==> config.mk <==
export PLATFORM = sky130hd
export DESIGN_NAME = adapter_diag_control_bits
export DESIGN_NICKNAME = d
export VERILOG_FILES = /design/src/diag_mask_hold.v /design/src/adapter_diag_control_bits.v
export VERILOG_INCLUDE_DIRS = /design/src
export SDC_FILE = /design/constraint.sdc
export NUM_CORES = 1
export LEC_CHECK = 0
export BUFFER_PORTS_ARGS = -buffer_cell sky130_fd_sc_hd__buf_4
export CORE_MARGIN = 8
export CORE_UTILIZATION = 45
export DETAILED_ROUTE_END_ITERATION = 6
export GPL_TIMING_DRIVEN = 0
export PLACE_DENSITY = 0.83
export RECOVER_POWER = 50
export SYNTH_ARGS = -nofsm -noshare
export SYNTH_HDL_FRONTEND = slang
export SYNTH_SLANG_ARGS = --single-unit
==> constraint.sdc <==
create_clock -name CLK_I -period 3.3 [get_ports CLK_I]
set_input_delay 0.66 -clock CLK_I [delete_from_list [all_inputs] [get_ports CLK_I]]
set_output_delay 0.66 -clock CLK_I [all_outputs]
set_load 0.05 [all_outputs]
==> src/diag_bits_defs.vh <==
// Constants for the diagnostic control byte of the vector offset register
`ifndef DIAG_BITS_DEFS_VH
`define DIAG_BITS_DEFS_VH

// Register offset of the diagnostic low byte
`define VOR_DIAG_LOW_ADDR    4'h0
// Offset of the suite status register
`define SUITE_STATUS_ADDR    4'h1
// Address bus width
`define REG_ADDR_W           4

// Field positions
`define RSVD_BIT             7
`define TEST_FAIL_BIT        6
`define LOOPBACK_BIT         5
`define DRV_DISABLE_BIT      4
`define MASK_MSB             3
`define MASK_LSB             0

// Reset values
`define TEST_FAIL_RST        1'h0
`define LOOPBACK_RST         1'h0
`define DRV_DISABLE_RST      1'h0
`define MASK_RST             4'h0
`define RDATA_RST            8'h00

`endif

==> src/diag_mask_hold.v <==
// Holder for the internal bus mask field, written only through its own path
`timescale 1ns/10ps

module diag_mask_hold (
    // Clock and reset
    input  wire       clk_i,
    input  wire       srst_i,
    // Internal bus field path
    input  wire       mask_we_i,
    input  wire [3:0] mask_wdata_i,
    // Held value
    output reg  [3:0] mask_o
);

`include "diag_bits_defs.vh"

    // **************************************
    // Mask storage
    // **************************************
    // Only the internal bus path loads the field; register writes never reach here
    always @(posedge clk_i) begin
        if (srst_i) begin
            mask_o <= `MASK_RST;            // RULE6
        end else if (mask_we_i) begin
            mask_o <= mask_wdata_i;         // RULE6
        end
    end

endmodule

==> src/adapter_diag_control_bits.v <==
// Diagnostic control and status bits of the adapter vector offset register
`timescale 1ns/10ps

// Overview of operation
// RULE1: bit 7 is read-only, reads zero
// RULE2: software sets test-fail flag at suite start
// RULE3: hardware clears test-fail when all tests pass
// RULE4: bit 5 one selects loopback mode
// RULE5: bit 4 one turns off backplane drivers
// RULE6: mask field read-only, loaded via internal bus
// RULE7: ordinary software leaves the mask field alone
// RULE8: writes to bit 7 and mask ignored
module adapter_diag_control_bits (
    // Clock and reset
    input  wire       CLK_I,
    input  wire       SRST_I,
    // Register port
    input  wire [3:0] ADDR_I,
    input  wire [7:0] WDATA_I,
    input  wire       WR_I,
    input  wire       RD_I,
    output reg  [7:0] RDATA_O,
    // Diagnostic suite outcome
    input  wire       ALL_TESTS_PASS_I,
    // Internal bus interrupt field path to the mask
    input  wire       INTERNAL_BUS_MASK_WE_I,
    input  wire [3:0] INTERNAL_BUS_MASK_WDATA_I,
    // Controls to the adapter
    output reg        LOOPBACK_EN_O,
    output reg        BACKPLANE_DRV_DISABLE_O,
    output reg  [3:0] CPU_INTERNAL_BUS_MASK_O,
    output reg        TEST_FAIL_O
);

`include "diag_bits_defs.vh"

    // **************************************
    // State
    // **************************************
    reg        test_fail_r;        // Test-failure flag
    reg        loopback_r;         // Loopback mode select
    reg        drv_disable_r;      // Backplane driver disable
    reg        pass_seen_r;        // Last suite ended with all passing
    wire [3:0] mask_w;             // Held mask field
    wire       wr_diag;            // Write hits the diagnostic byte

    // Decode a register address match
    function hit;
        input [3:0] a;
        input [3:0] b;
        begin
            hit = (a == b);
        end
    endfunction

    assign wr_diag = WR_I & hit(ADDR_I, `VOR_DIAG_LOW_ADDR);

    // **************************************
    // Mask field holder
    // **************************************
    diag_mask_hold u_mask (
        .clk_i        (CLK_I),
        .srst_i       (SRST_I),
        .mask_we_i    (INTERNAL_BUS_MASK_WE_I),
        .mask_wdata_i (INTERNAL_BUS_MASK_WDATA_I),
        .mask_o       (mask_w)
    );

    // **************************************
    // Writable control bits
    // **************************************
    // Bits 7 and 3:0 of write data are dropped here
    always @(posedge CLK_I) begin
        if (SRST_I) begin
            test_fail_r   <= `TEST_FAIL_RST;
            loopback_r    <= `LOOPBACK_RST;
            drv_disable_r <= `DRV_DISABLE_RST;
            pass_seen_r   <= 1'h0;
        end else begin
            // Software write of the flag wins over a pass in the same cycle
            if (wr_diag) begin
                test_fail_r <= WDATA_I[`TEST_FAIL_BIT];       // RULE2
            end else if (ALL_TESTS_PASS_I) begin
                test_fail_r <= 1'h0;                          // RULE3
            end
            if (wr_diag) begin
                loopback_r    <= WDATA_I[`LOOPBACK_BIT];      // RULE4
                drv_disable_r <= WDATA_I[`DRV_DISABLE_BIT];   // RULE5
            end
            // Pass history for the status register
            if (wr_diag && WDATA_I[`TEST_FAIL_BIT]) begin
                pass_seen_r <= 1'h0;
            end else if (ALL_TESTS_PASS_I) begin
                pass_seen_r <= 1'h1;
            end
        end
    end

    // **************************************
    // Outputs and read data
    // **************************************
    always @(posedge CLK_I) begin
        if (SRST_I) begin
            RDATA_O                 <= `RDATA_RST;
            LOOPBACK_EN_O           <= 1'h0;
            BACKPLANE_DRV_DISABLE_O <= 1'h0;
            CPU_INTERNAL_BUS_MASK_O <= `MASK_RST;
            TEST_FAIL_O             <= 1'h0;
        end else begin
            LOOPBACK_EN_O           <= loopback_r;            // RULE4
            BACKPLANE_DRV_DISABLE_O <= drv_disable_r;         // RULE5
            CPU_INTERNAL_BUS_MASK_O <= mask_w;                // RULE6
            TEST_FAIL_O             <= test_fail_r;
            // Read data valid only in the cycle after the strobe
            if (RD_I && hit(ADDR_I, `VOR_DIAG_LOW_ADDR)) begin
                RDATA_O <= {1'h0, test_fail_r, loopback_r,    // RULE1 RULE8
                            drv_disable_r, mask_w};
            end else if (RD_I && hit(ADDR_I, `SUITE_STATUS_ADDR)) begin
                RDATA_O <= {7'h00, pass_seen_r};
            end else begin
                RDATA_O <= `RDATA_RST;
            end
        end
    end

endmodule

==> reports/qor.csv <==
metric,value,unit
CTS tree,built,
Max VDD drop,254,µV
Worst Hold Depth,1,
Worst Skew,0.00531,ns
Mapped Avg Cell Area,12.1,µm²
post-synthesis sequential area ratio,59.6,%
growth of design area from synthesis to finish,28.9,%
DR pass1 iterations,3,
grt ovf,0,
asr flop ratio synth,0,%
cell with the most instances after synthesis,dfxtp_1,
setup violators final,0,
kind of critical path,primary input to flip-flop,
Setup TNS,0,ns
final-stage net count,117,
hold endpoint,RDATA_O[5],
post-detailed-route count of antenna-violating nets,0,
drc violations,0,
Top reg by flops,RDATA_O,
CP Launch Type,primary input,
Core Area,0.00152,mm²
"Reg clk slew, reported paths",0.10,ns
Routed WL,1520,µm
root buf cell,clkbuf_4,
Mapped Cells,61,
synth unique cells,16,
crit end category,flip-flop,
post-detail-place hpwl,1220,µm
share of cells above drive strength 1,34.4,%
reg-to-reg endpoint,test_fail_r,
worst-margin pin slew,0.927,ns
total CTS buffers,3,
Post-Syn Nets,83,
antenna violations before repair,0,
Vias,520,
fin crit period,1.96,ns
Commonest cells post-synth,"dfxtp_1 (22), nor2b_1 (9), and2_1 (6), mux2i_1 (6), nor2_1 (5)",
gr usage total,9.63,%
register bit count reported by yosys,22,
H-Tree Depth,1,
GPL Wtd Cong,0.710,
register-to-register setup slack,2.30,ns
vias in the first global route,549,
post-DR wirelength/cell,13.9,µm
Max-slew headroom,37.3,%
power consumption,0.000436,W
worst skew pair latency,0.30,ns
Starting Density,48.5,%
TritonCTS Sinks,22,
PwrDens,457,mW/mm²
outcome,finished clean,
row count,14,
"Warnings, synthesis",0,
Max Buffers Root-to-Sink,2,
Fmax,0.510,GHz
I/O pins,37,
Worst EP arrival,2.20,ns
worst hold slack,0.458,ns
global-route wire length before repair,2450,µm
Die Wd,56.5,µm
"Req. time, crit path",3.54,ns
Min-Delay Startpoint,loopback_r,
DR vias/cell,4.77,
Final Max Tran Viols,0,
Synth Cell Area,739,µm²
number of max-cap violations,0,
Initial DRC Count,2,
HP Class,flip-flop to flip-flop,
Die Y,56.5,µm
post_cts resized,0,
largest net degree at the start of global routing,12,
Final Hold Viols,0,
Tcrit/Tclk final,59.4,%
port bufs,29,
n_diodes,0,
FF-to-FF path depth,2,
unrepaired setup endpoints after global routing,false,
hold buffer count at CTS,0,
post-synth top area share,59.6,%
number of flip-flops in the largest register,7,
critical path peak fanout,6,
ys flop type,dfxtp_1,
RR Startpoint,test_fail_r,
leakage,0.433,nW
Largest regs,"RDATA_O x7, CPU_INTERNAL_BUS_MASK_O x4, u_mask.mask_o x4",
ranking of synthesized cells by area,"dfxtp_1 (60%), mux2i_1 (8.1%), nor2b_1 (7.6%)",
DIE AREA,0.00320,mm²
total setup buffers inserted after CTS,0,
"EDFF count, synth",0,
"area leader, netlist",dfxtp_1,
-- worst max-delay path, cell delays in order --
cell	delay, ns
buf_4	0.11
or3_1	0.41
nor4b_1	0.79
and2_1	0.23
-- how the worst max path moves through the flow --
stage	slack, ns	end	start	cells past startpoint
3_5_place_dp	1.32	drv_disable_r	ADDR_I[1]	4
6_report	1.34	RDATA_O[4]	ADDR_I[1]	4
3_3_place_gp	1.35	loopback_r	ADDR_I[1]	4
2_1_floorplan	1.52	drv_disable_r	ADDR_I[1]	3
4_1_cts	1.65	drv_disable_r	ADDR_I[1]	4
5_1_grt	1.19	RDATA_O[4]	ADDR_I[1]	4
-- cells in the final DEF, fill, tap and decap left out, drive strengths merged, types with 2 or more instances in the layout --
cell    synthesis  routed
clkbuf          2       9
nor2            5       5
mux2            2       2
buf             1      26
and2            6       6
dfxtp          22      22
nor4b           2       2
mux2i           6       6
nor2b           9       9
-- report_power, final --
part           internal, W  switching, W  total (W)  leakage [nW]
clock            0.0000426     0.0000732   0.000116        0.0138
combinational    0.0000222     0.0000233  0.0000455         0.240
sequential        0.000272    0.00000298   0.000275         0.179
total             0.000337     0.0000995   0.000436         0.433
-- stage by stage --
step                      cells  area (µm²)  setup WS (ns)  utilization, %
final                       109         953           1.34            62.6
after global routing        109         953           1.19            62.6
after CTS                   109        1000           1.65            65.6
after detailed placement    106         977           1.32            64.1
after global placement      106         977           1.35            64.1
after floorplan              61         739           1.52               -
-- area by class of cell --
cell class                      instances  area (µm²)
Multi-Input combinational cell         36         253
Timing Repair Buffer                   29         203
Fill cell                             143         571
Sequential cell                        22         440
Tap cell                               16        20.0
Clock buffer                            3        22.5
Buffer                                  3        15.0
-- routing by layer --
metal	vias to the layer above	GRT usage (%)	wire, µm
li1	260	-	-
met1	240	8.95	528
met2	16	17.6	850
met3	4	2.25	101
met4	0	7.22	38
met5	-	0	0
-- cell families after synthesis --
kind of cell	count (synthesis)	synth area share (%)
and+or+nand+nor	26	25.7
DFF	22	59.6
muxes	8	11.2
buffers and inverters	3	2.03
AOI/OAI and AO/OA	1	1.02
other	1	0.507
No activity file was read; power rests on OpenSTA's default activity.
